[config.mk]
export PLATFORM = sky130hd
export DESIGN_NAME = pcm_config_mirror
export DESIGN_NICKNAME = d
export VERILOG_FILES = /design/src/hw/pcm_pkg.sv /design/src/hw/pcm_sticky_bank.sv /design/src/hw/pcm_config_mirror.sv
export SDC_FILE = /design/constraint.sdc
export NUM_CORES = 1
export LEC_CHECK = 0
export CORE_MARGIN = 3
export CORE_UTILIZATION = 45
export DETAILED_ROUTE_END_ITERATION = 8
export DONT_BUFFER_PORTS = 1
export PLACE_DENSITY_LB_ADDON = 0.12
export SLEW_MARGIN = 10
export SYNTH_ARGS = -nofsm -noshare
export SYNTH_HDL_FRONTEND = slang
export SYNTH_SLANG_ARGS = --single-unit
[constraint.sdc]
create_clock -name core_clk -period 0.98 [get_ports core_clk]
set_clock_uncertainty 0.1 [all_clocks]
set_input_delay 0.098 -clock core_clk [delete_from_list [all_inputs] [get_ports core_clk]]
set_output_delay 0.098 -clock core_clk [all_outputs]
set_load 0.1 [all_outputs]
[src/hw/pcm_pkg.sv]
// Constants, field layouts and helper functions for the configuration mirror
package pcm_pkg;

    // ------------------------------------------------------------
    // Register select codes on the configuration write port
    // ------------------------------------------------------------
    localparam logic [2:0] SEL_COMMAND = 3'h0;
    localparam logic [2:0] SEL_DEV_STATUS = 3'h1;
    localparam logic [2:0] SEL_DEV_CONTROL = 3'h2;
    localparam logic [2:0] SEL_LINK_CONTROL = 3'h3;
    localparam logic [2:0] SEL_DEV_CONTROL2 = 3'h4;
    localparam logic [2:0] SEL_LINK_STATUS = 3'h5;

    // ------------------------------------------------------------
    // Field positions
    // ------------------------------------------------------------
    localparam int CMD_IO_DECODE = 0;
    localparam int CMD_MEM_DECODE = 1;
    localparam int CMD_BUS_MASTER = 2;
    localparam int CMD_PARITY_ERR = 6;
    localparam int CMD_SYSTEM_ERROR = 8;
    localparam int CMD_INT_DISABLE = 10;
    localparam int DST_AUX_POWER = 4;
    localparam int DST_TXN_PENDING = 5;
    localparam int LST_RESERVED = 10;
    localparam int LST_WIDTH_LSB = 4;
    localparam int LCT_RETRAIN = 5;
    localparam int DCT_RESERVED = 15;
    localparam int DST_ERR_FLAGS = 4;
    localparam int LST_BW_FLAGS = 2;

    // ------------------------------------------------------------
    // Writable masks and hardwired-zero masks
    // ------------------------------------------------------------
    localparam logic [15:0] CMD_WMASK = 16'h0507;
    localparam logic [15:0] CMD_HARDWIRED = 16'h02B8;
    localparam logic [15:0] DST_W1C_MASK = 16'h000F;
    localparam logic [15:0] DST_RESERVED = 16'hFFC0;
    localparam logic [15:0] DCT_WMASK = 16'h7FFF;
    localparam logic [15:0] LCT_WMASK = 16'h0FFB;
    localparam logic [15:0] LCT_WMASK_EP = 16'h0FDB;
    localparam logic [15:0] LCT_RESERVED = 16'hF004;
    localparam logic [15:0] LST_W1C_MASK = 16'hC000;
    localparam logic [15:0] DC2_WMASK = 16'h001F;
    localparam logic [15:0] DC2_RESERVED = 16'hFFE0;

    // ------------------------------------------------------------
    // Reset values
    // ------------------------------------------------------------
    localparam logic [15:0] RESET_WORD = 16'h0000;

    // Expand two byte enables into a sixteen bit lane mask
    function automatic logic [15:0] be_mask(input logic [1:0] be);
        be_mask = {{8{be[1]}}, {8{be[0]}}};
    endfunction : be_mask

    // Merge a write into a register; only enabled, writable bits change
    function automatic logic [15:0] merge(input logic [15:0] old_v,
                                          input logic [15:0] data,
                                          input logic [1:0] be,
                                          input logic [15:0] wmask);
        logic [15:0] m;
        m = be_mask(be) & wmask;
        merge = (old_v & ~m) | (data & m);
    endfunction : merge

endpackage : pcm_pkg

[src/hw/pcm_sticky_bank.sv]
// Bank of hardware-set, write-one-to-clear status flags
`timescale 1ns/100ps
module pcm_sticky_bank #(
    parameter int WIDTH = 4
) (
    input wire logic core_clk,
    input wire logic reset,
    input wire logic [WIDTH-1:0] set_in,
    input wire logic [WIDTH-1:0] clr_in,
    output logic [WIDTH-1:0] flags
);

    typedef struct packed {
        logic [WIDTH-1:0] flags;
    } pcm_sticky_s;

    pcm_sticky_s s_r;
    pcm_sticky_s s_nxt;

    initial begin
        if (WIDTH < 1 || WIDTH > 16) begin
            $error("pcm_sticky_bank: WIDTH out of range");
        end
    end

    // A set in the same cycle as its clear wins, so no event is lost
    always_comb begin
        s_nxt = s_r;
        s_nxt.flags = (s_r.flags & ~clr_in) | set_in;
    end

    always_ff @(posedge core_clk) begin
        if (reset) begin
            s_r <= '0;
        end else begin
            s_r <= s_nxt;
        end
    end

    assign flags = s_r.flags;

    set_wins_clear_a: assert property (@(posedge core_clk) disable iff (reset)
        (set_in != '0) |=> ((flags & $past(set_in)) == $past(set_in)))
        else $error("sticky flag lost a set event");

endmodule : pcm_sticky_bank

[src/hw/pcm_config_mirror.sv]
// Configuration register mirror with inbound decode gating
`timescale 1ns/100ps
// ------------------------------------------------------------
// Overview of operation
// [RL1] Command mirror: interrupt, system error, decode enables
// [RL2] Command bits 9,7,5,4,3 held at zero
// [RL3] Parity error enable unsupported, reads zero
// [RL4] User sends requests only with bus master
// [RL5] Inbound memory/io accepted only when enabled
// [RL6] Host config writes update decode enables
// [RL7] Device status: pending and four error flags
// [RL8] Aux power detected always reads zero
// [RL9] Device control: read request, payload codes
// [RL10] Device control single-bit enables and reporting
// [RL11] Link status bandwidth, active, slot, training
// [RL12] Link status width and speed fields
// [RL13] Link control fields, reserved bits zero
// [RL14] Retrain bit reserved on an endpoint
// [RL15] User avoids retrain during L1 negotiation
// [RL16] Device control 2 timeout disable and range
// [RL17] Reserved bits zero, control writes visible next cycle, status clears two cycles later
// ------------------------------------------------------------
module pcm_config_mirror #(
    parameter bit IS_ENDPOINT = 1'b1,
    parameter bit SLOT_CLOCK_CFG = 1'b1
) (
    input wire logic core_clk,
    input wire logic reset,
    input wire logic cfg_wr_valid,
    input wire logic [2:0] cfg_wr_sel,
    input wire logic [15:0] cfg_wr_data,
    input wire logic [1:0] cfg_wr_be,
    input wire logic txn_pending_in,
    input wire logic err_corr_event,
    input wire logic err_nonfatal_event,
    input wire logic err_fatal_event,
    input wire logic err_ur_event,
    input wire logic link_training_in,
    input wire logic dll_active_in,
    input wire logic [5:0] link_width_in,
    input wire logic [3:0] link_speed_in,
    input wire logic bw_mgmt_event,
    input wire logic auton_bw_event,
    input wire logic rx_mem_req,
    input wire logic rx_io_req,
    output logic [15:0] header_command_mirror,
    output logic [15:0] device_status_mirror,
    output logic [15:0] device_control_mirror,
    output logic [15:0] link_status_mirror,
    output logic [15:0] link_control_mirror,
    output logic [15:0] device_control2_mirror,
    output logic rx_mem_accept,
    output logic rx_io_accept,
    output logic rx_req_reject
);

    // ------------------------------------------------------------
    // State
    // ------------------------------------------------------------
    typedef struct packed {
        logic [15:0] cmd;
        logic [15:0] dstat;
        logic [15:0] dctl;
        logic [15:0] lstat;
        logic [15:0] lctl;
        logic [15:0] dctl2;
        logic mem_acc;
        logic io_acc;
        logic rej;
    } pcm_mirror_s;

    pcm_mirror_s s_r;
    pcm_mirror_s s_nxt;

    logic [pcm_pkg::DST_ERR_FLAGS-1:0] dev_err_set;
    logic [pcm_pkg::DST_ERR_FLAGS-1:0] dev_err_clr;
    logic [pcm_pkg::DST_ERR_FLAGS-1:0] dev_err_flags;
    logic [pcm_pkg::LST_BW_FLAGS-1:0] bw_set;
    logic [pcm_pkg::LST_BW_FLAGS-1:0] bw_clr;
    logic [pcm_pkg::LST_BW_FLAGS-1:0] bw_flags;
    logic [15:0] wr_lanes;
    logic [15:0] lct_wmask;

    initial begin
        if (IS_ENDPOINT !== 1'b0 && IS_ENDPOINT !== 1'b1) begin
            $error("pcm_config_mirror: IS_ENDPOINT must be 0 or 1");
        end
    end

    // ------------------------------------------------------------
    // Sticky status flags
    // ------------------------------------------------------------
    assign wr_lanes = pcm_pkg::be_mask(cfg_wr_be) & cfg_wr_data;
    assign dev_err_set = {err_ur_event, err_fatal_event, err_nonfatal_event, err_corr_event};
    // [RL7] Error flags cleared by one
    assign dev_err_clr = (cfg_wr_valid && cfg_wr_sel == pcm_pkg::SEL_DEV_STATUS) ?
        wr_lanes[pcm_pkg::DST_ERR_FLAGS-1:0] : '0;
    assign bw_set = {auton_bw_event, bw_mgmt_event};
    // [RL11] Bandwidth flags cleared by one
    assign bw_clr = (cfg_wr_valid && cfg_wr_sel == pcm_pkg::SEL_LINK_STATUS) ?
        wr_lanes[15:14] : '0;

    pcm_sticky_bank #(
        .WIDTH(pcm_pkg::DST_ERR_FLAGS)
    ) u_dev_err (
        .core_clk(core_clk),
        .reset(reset),
        .set_in(dev_err_set),
        .clr_in(dev_err_clr),
        .flags(dev_err_flags)
    );

    pcm_sticky_bank #(
        .WIDTH(pcm_pkg::LST_BW_FLAGS)
    ) u_bw (
        .core_clk(core_clk),
        .reset(reset),
        .set_in(bw_set),
        .clr_in(bw_clr),
        .flags(bw_flags)
    );

    // [RL14] Retrain not writable on endpoint
    assign lct_wmask = IS_ENDPOINT ? pcm_pkg::LCT_WMASK_EP : pcm_pkg::LCT_WMASK;

    // ------------------------------------------------------------
    // Next state
    // ------------------------------------------------------------
    always_comb begin
        s_nxt = s_r;
        // [RL7] Device status assembly
        // [RL8] Aux power bit zero
        s_nxt.dstat = {10'h000, txn_pending_in, 1'b0, dev_err_flags};
        // [RL11] Link status flags
        // [RL12] Width and speed fields
        s_nxt.lstat = {bw_flags, dll_active_in, SLOT_CLOCK_CFG, link_training_in, 1'b0,
                       link_width_in, link_speed_in};
        // [RL6] Host writes update registers
        // [RL17] Masks keep reserved bits zero
        if (cfg_wr_valid) begin
            case (cfg_wr_sel)
                // [RL1] Command writable bits
                // [RL2] Hardwired bits excluded
                // [RL3] Parity enable excluded
                pcm_pkg::SEL_COMMAND: begin
                    s_nxt.cmd = pcm_pkg::merge(s_r.cmd, cfg_wr_data, cfg_wr_be,
                                               pcm_pkg::CMD_WMASK);
                end
                // [RL9] Size code fields
                // [RL10] Single-bit enables
                pcm_pkg::SEL_DEV_CONTROL: begin
                    s_nxt.dctl = pcm_pkg::merge(s_r.dctl, cfg_wr_data, cfg_wr_be,
                                                pcm_pkg::DCT_WMASK);
                end
                // [RL13] Link control fields
                pcm_pkg::SEL_LINK_CONTROL: begin
                    s_nxt.lctl = pcm_pkg::merge(s_r.lctl, cfg_wr_data, cfg_wr_be, lct_wmask);
                end
                // [RL16] Timeout disable and range
                pcm_pkg::SEL_DEV_CONTROL2: begin
                    s_nxt.dctl2 = pcm_pkg::merge(s_r.dctl2, cfg_wr_data, cfg_wr_be,
                                                 pcm_pkg::DC2_WMASK);
                end
                default: begin
                    s_nxt.cmd = s_r.cmd;
                end
            endcase
        end
        // [RL5] Decode enable gating
        // Gating uses the registered enables, matching what the user sees
        s_nxt.mem_acc = rx_mem_req & s_r.cmd[pcm_pkg::CMD_MEM_DECODE];
        s_nxt.io_acc = rx_io_req & s_r.cmd[pcm_pkg::CMD_IO_DECODE];
        s_nxt.rej = (rx_mem_req & ~s_r.cmd[pcm_pkg::CMD_MEM_DECODE]) |
                    (rx_io_req & ~s_r.cmd[pcm_pkg::CMD_IO_DECODE]);
    end

    always_ff @(posedge core_clk) begin
        if (reset) begin
            s_r <= '0;
        end else begin
            s_r <= s_nxt;
        end
    end

    // ------------------------------------------------------------
    // Outputs
    // ------------------------------------------------------------
    // [RL4] Bus master bit visible to user
    assign header_command_mirror = s_r.cmd;
    assign device_status_mirror = s_r.dstat;
    assign device_control_mirror = s_r.dctl;
    assign link_status_mirror = s_r.lstat;
    assign link_control_mirror = s_r.lctl;
    assign device_control2_mirror = s_r.dctl2;
    assign rx_mem_accept = s_r.mem_acc;
    assign rx_io_accept = s_r.io_acc;
    assign rx_req_reject = s_r.rej;

    // ------------------------------------------------------------
    // Assertions
    // ------------------------------------------------------------
    cmd_reserved_zero_a: assert property (@(posedge core_clk) disable iff (reset) // [RL1]
        (header_command_mirror & ~pcm_pkg::CMD_WMASK) == 16'h0000)
        else $error("command reserved bit set");

    cmd_hardwired_zero_a: assert property (@(posedge core_clk) disable iff (reset) // [RL2]
        (header_command_mirror & pcm_pkg::CMD_HARDWIRED) == 16'h0000)
        else $error("command hardwired bit set");

    parity_unsupported_a: assert property (@(posedge core_clk) disable iff (reset) // [RL3]
        (cfg_wr_valid && cfg_wr_sel == pcm_pkg::SEL_COMMAND) |=>
        !header_command_mirror[pcm_pkg::CMD_PARITY_ERR])
        else $error("parity enable became set");

    mem_gating_a: assert property (@(posedge core_clk) disable iff (reset) // [RL5]
        (rx_mem_req && !header_command_mirror[pcm_pkg::CMD_MEM_DECODE] && !rx_io_req) |=>
        (!rx_mem_accept && rx_req_reject))
        else $error("memory request accepted while decode disabled");

    io_gating_a: assert property (@(posedge core_clk) disable iff (reset) // [RL5]
        (rx_io_req && header_command_mirror[pcm_pkg::CMD_IO_DECODE]) |=> rx_io_accept)
        else $error("enabled io request not accepted");

    cmd_write_next_a: assert property (@(posedge core_clk) disable iff (reset) // [RL6]
        (cfg_wr_valid && cfg_wr_sel == pcm_pkg::SEL_COMMAND && cfg_wr_be[0]) |=>
        (header_command_mirror[2:0] == $past(cfg_wr_data[2:0])))
        else $error("command write not visible next cycle");

    dstat_reserved_a: assert property (@(posedge core_clk) disable iff (reset) // [RL7]
        (device_status_mirror & pcm_pkg::DST_RESERVED) == 16'h0000)
        else $error("device status reserved bit set");

    err_event_seen_a: assert property (@(posedge core_clk) disable iff (reset) // [RL7]
        err_fatal_event |-> ##2 device_status_mirror[2])
        else $error("fatal error event not reported");

    aux_power_zero_a: assert property (@(posedge core_clk) disable iff (reset) // [RL8]
        !device_status_mirror[pcm_pkg::DST_AUX_POWER])
        else $error("aux power detected not zero");

    dctl_write_a: assert property (@(posedge core_clk) disable iff (reset) // [RL10]
        (cfg_wr_valid && cfg_wr_sel == pcm_pkg::SEL_DEV_CONTROL && cfg_wr_be == 2'h3) |=>
        (device_control_mirror == ($past(cfg_wr_data) & pcm_pkg::DCT_WMASK)))
        else $error("device control write mismatch");

    dctl_reserved_a: assert property (@(posedge core_clk) disable iff (reset) // [RL9]
        !device_control_mirror[pcm_pkg::DCT_RESERVED])
        else $error("device control bit 15 set");

    lstat_reserved_a: assert property (@(posedge core_clk) disable iff (reset) // [RL11]
        !link_status_mirror[pcm_pkg::LST_RESERVED])
        else $error("link status bit 10 set");

    lstat_track_a: assert property (@(posedge core_clk) disable iff (reset) // [RL12]
        ##1 (link_status_mirror[9:0] == {$past(link_width_in), $past(link_speed_in)}))
        else $error("link width or speed not tracking");

    lctl_reserved_a: assert property (@(posedge core_clk) disable iff (reset) // [RL13]
        (link_control_mirror & pcm_pkg::LCT_RESERVED) == 16'h0000)
        else $error("link control reserved bit set");

    retrain_ep_a: assert property (@(posedge core_clk) disable iff (reset) // [RL14]
        IS_ENDPOINT |-> !link_control_mirror[pcm_pkg::LCT_RETRAIN])
        else $error("retrain bit set on endpoint");

    dctl2_reserved_a: assert property (@(posedge core_clk) disable iff (reset) // [RL16]
        (device_control2_mirror & pcm_pkg::DC2_RESERVED) == 16'h0000)
        else $error("device control 2 reserved bit set");

    dctl2_write_a: assert property (@(posedge core_clk) disable iff (reset) // [RL17]
        (cfg_wr_valid && cfg_wr_sel == pcm_pkg::SEL_DEV_CONTROL2 && cfg_wr_be[0]) |=>
        (device_control2_mirror[4:0] == $past(cfg_wr_data[4:0])))
        else $error("device control 2 write not visible next cycle");

    dstat_clear_a: assert property (@(posedge core_clk) disable iff (reset) // [RL7]
        (cfg_wr_valid && cfg_wr_sel == pcm_pkg::SEL_DEV_STATUS && cfg_wr_be[0] &&
        cfg_wr_data[0] && !err_corr_event) |-> ##2 !device_status_mirror[0])
        else $error("correctable error flag not cleared");

    pending_track_a: assert property (@(posedge core_clk) disable iff (reset) // [RL7]
        ##1 (device_status_mirror[pcm_pkg::DST_TXN_PENDING] == $past(txn_pending_in)))
        else $error("transaction pending not tracking");

    io_reject_a: assert property (@(posedge core_clk) disable iff (reset) // [RL5]
        (rx_io_req && !header_command_mirror[pcm_pkg::CMD_IO_DECODE]) |=> rx_req_reject)
        else $error("disabled io request not rejected");

    bw_event_seen_a: assert property (@(posedge core_clk) disable iff (reset) // [RL11]
        bw_mgmt_event |-> ##2 link_status_mirror[14])
        else $error("bandwidth management event not reported");

    bw_clear_a: assert property (@(posedge core_clk) disable iff (reset) // [RL11]
        (cfg_wr_valid && cfg_wr_sel == pcm_pkg::SEL_LINK_STATUS && cfg_wr_be[1] &&
        cfg_wr_data[14] && !bw_mgmt_event) |-> ##2 !link_status_mirror[14])
        else $error("bandwidth management flag not cleared");

    cmd_write_c: cover property (@(posedge core_clk) disable iff (reset)
        (cfg_wr_valid && cfg_wr_sel == pcm_pkg::SEL_COMMAND) ##1
        header_command_mirror[pcm_pkg::CMD_BUS_MASTER]);

    mem_accept_c: cover property (@(posedge core_clk) disable iff (reset) rx_mem_accept);

    reject_c: cover property (@(posedge core_clk) disable iff (reset) rx_req_reject);

    io_accept_c: cover property (@(posedge core_clk) disable iff (reset) rx_io_accept);

    err_clear_c: cover property (@(posedge core_clk) disable iff (reset)
        device_status_mirror[0] ##1 (dev_err_clr[0]) ##2 !device_status_mirror[0]);

endmodule : pcm_config_mirror

==> key figures <==
Place
  – Area after DPL: around 4000 um2
  – Dpl cells: ~400
  – GP Congestion: roughly 0.72
  – IO Port Bufs: 0
  – Dpl hpwl: approximately 4800 um

Finish
  – Register Area: between 1000 and 1500 um2
  – Non-filler cells, final: about 460
  – Layout cells sized above 1: 43.4%
  – Final instance area: 4590 um2
  – Final Net Count: about 430
  – P&R area growth vs syn: 79.1%
  – Fillers: about 270
  – Multi-input gate area: roughly 1100 um2
  – Diode count: 0

Clock network
  – H-tree Lvls: 3
  – CTS tree: yes
  – Total CTS buffers: 9
  – Max Root-Sink Buffers: 2
  – # clock sinks: 64
  – Reg clk slew, reported paths: around 0.070 ns
  – Worst-Skew Late Latency: around 0.33 ns
  – Root buf cell: clkbuf_8

Global routing
  – Vias in the first global route: between 2k and 2.5k
  – First-pass GRT wire length: 10900 um
  – Grt total ovfl: 0
  – Initial antenna violation count: 0
  – Gr usage total: between 20% and 30%
  – Pin count of the biggest net entering global routing: 49

Yosys
  – Synth area leaders: dfxtp_1 (50%), mux2i_1 (13%), buf_4 (12%)
  – Synth Warn #: 0
  – Synth top area share: 50.0%
  – Cell taking the most area after synthesis: dfxtp_1
  – Yosys reg bits: 64
  – Syn Std Cell Area: approximately 2600 um2
  – Avg Synthesized Cell Area: 9.66 um2
  – Seq/Total Area, Yosys: around 50%
  – Post-Synthesis Cells: ~270
  – Yosys cell types: 26

Pwr
  – Sequential share of power: 39.8%
  – Clock share of power: 32.8%
  – P_sw: roughly 2.4 mW
  – Logic pwr share: 27.4%
  – Pint: between 4 and 5 mW
  – Peak VDD IR: between 1 and 1.5 mV
  – Lkg Pwr: slightly above 2 nW
  – Switching portion of total power: 36.2%
  – Pwr Density: 1470 nW/um2

Drt
  – Initial drt markers: approximately 110
  – Per-cell routed wire length: approximately 15 um
  – Via count: between 2k and 2.5k
  – Mean number of vias per cell: 4.63
  – First drt pass iteration count: 4
  – Routed WL: ~7000 um
  – Antenna viol nets, final: 0
  – Post-route DRC: 0

Floorplanning
  – Initial Util: 48.3%
  – Die area: 6630 um2
  – Die H: 81.4 um
  – Core area: roughly 5300 um2
  – Io pins: between 100 and 150
  – Die X: approximately 80 um
  – Core Rows: 26

STA
  – Final Cycle Share: 110%
  – Crit path time final: around 1.1 ns
  – Fmax: 0.926 GHz
  – Slew Viols, Final: 0
  – Hold_ws: -0.288 ns
  – RSZ-0062 raised after global routing: yes
  – Hold Vio Cnt, Final: 28
  – Finish-stage setup viols: 59
  – Setup ws final: -0.100 ns

Critical path
  – FF-to-FF path depth: 3
  – CP delay by family, top: flip-flops
  – Crit Path Class: register to primary output
  – WP buf/inv: 1
  – Startpoint Class: register
  – CP required: ~0.78 ns
  – Critical-path cell list: buf_12
  – Largest stage delay, worst path: approximately 0.37 ns
  – Levels on crit path: 1
  – Critical path peak fanout: 4
  – CP arrival: between 0.8 and 0.9 ns
  – Worst setup EP type: primary output
  – CP max-delay cell: dfxtp_4

Job
  – Max-cap violation count: 0

Hold path
  – Hold Path Cell Cnt: 1
  – Worst Hold Class: input pin to register

Status
  – Failing checks: hold timing, setup timing
  – Status: finished, violations left
[layout make-up]
| cell class | count | area share [%] |
|---|---|---|
| clock buffers | 12 | 3.85 |
| multi-input cells | 181 | 24.4 |
| clock inverters | 4 | 0.491 |
| well taps | 70 | 1.91 |
| flip-flops and latches | 64 | 31.3 |
| repair buffers | 116 | 37.5 |
| inverters | 8 | 0.654 |
[power by group through the flow]
stage	clock network (mW)	logic, mW	registers (mW)
after floorplan	0	1.01	3.19
after global placement	0	1.67	2.74
after detailed placement	0	1.68	2.75
after CTS	2.27	1.82	2.69
after global routing	2.41	1.90	2.69
final	2.21	1.85	2.68
[cell usage after synthesis]
library cell	n
nor3_1	4
nand2_1	44
o21a_1	6
buf_1	3
nor3b_1	1
inv_1	8
clkbuf_1	4
buf_4	41
mux2i_1	32
and3b_1	1
and3_1	4
a31oi_1	6
nand2b_4	1
nand3_1	2
nand2b_1	8
a31o_2	3
conb_1	1
buf_2	4
nor2b_1	14
dfxtp_1	64
nor2_1	6
nor3_2	1
nand2_2	1
a21oi_1	1
or3_1	2
nor4_1	3
[metal layers]
metal	wire, um	share of wire [%]	vias to the layer above	track usage, %
met1	2660	38	983	25.9
met4	89	1.3	0	8.61
met3	589	8.4	8	6.14
met5	0	0	-	0
met2	3650	52	102	37.7
li1	-	-	1015	-
[kinds of logic after synthesis]
logic type	count (synthesis)	share of synthesized area, %
AOI/OAI and AO/OA	16	4.45
buffers and inverters	60	15.0
DFF	64	50.0
muxes	32	12.5
other	1	0.146
and+or+nand+nor	92	17.9
[through the flow]
step | setup TNS [ns] | util (%) | power [mW] | setup slack, ns
6_report | -4.32 | 86.5 | 6.74 | -0.100
5_1_grt | -6.06 | 86.5 | 7.00 | -0.127
4_1_cts | -5.38 | 85.5 | 6.78 | -0.116
3_5_place_dp | -1.09 | 73.6 | 4.43 | -0.109
3_3_place_gp | -0.698 | 73.6 | 4.41 | -0.0981
2_1_floorplan | -0.488 | - | 4.20 | -0.0820
[worst paths after layout]
check	from	endpoint	slack, ns
setup reg to reg	register	rx_req_reject	0.02
setup / recovery	register	header_command_mirror[0]	-0.10
hold reg to reg	u_bw.flags[1]	link_status_mirror[15]	0.34
hold / removal	reset	rx_req_reject	-0.29
[timing repair]
item,in CTS,in global routing
setup endpoints to repair,58,62
resized for setup,0,9
pin swaps,0,1
hold buffers,40,1
endpoints found under the hold margin,64,26
buffers inserted,4,1
[cell usage in the layout (no fill, tap or decap), types with 4 or more instances in the layout]
cell type	count
nand2_1	44
nor3_2	4
buf_4	16
clkbuf_8	11
dfxtp_2	26
o21a_1	6
nand2b_1	6
inv_1	8
mux2i_1	32
nor2b_1	14
nor2_1	6
buf_12	59
dfxtp_1	6
conb_1	41
dlygate4sd3_1	38
a31oi_1	6
dfxtp_4	32
(Power assumes the default switching activity.)
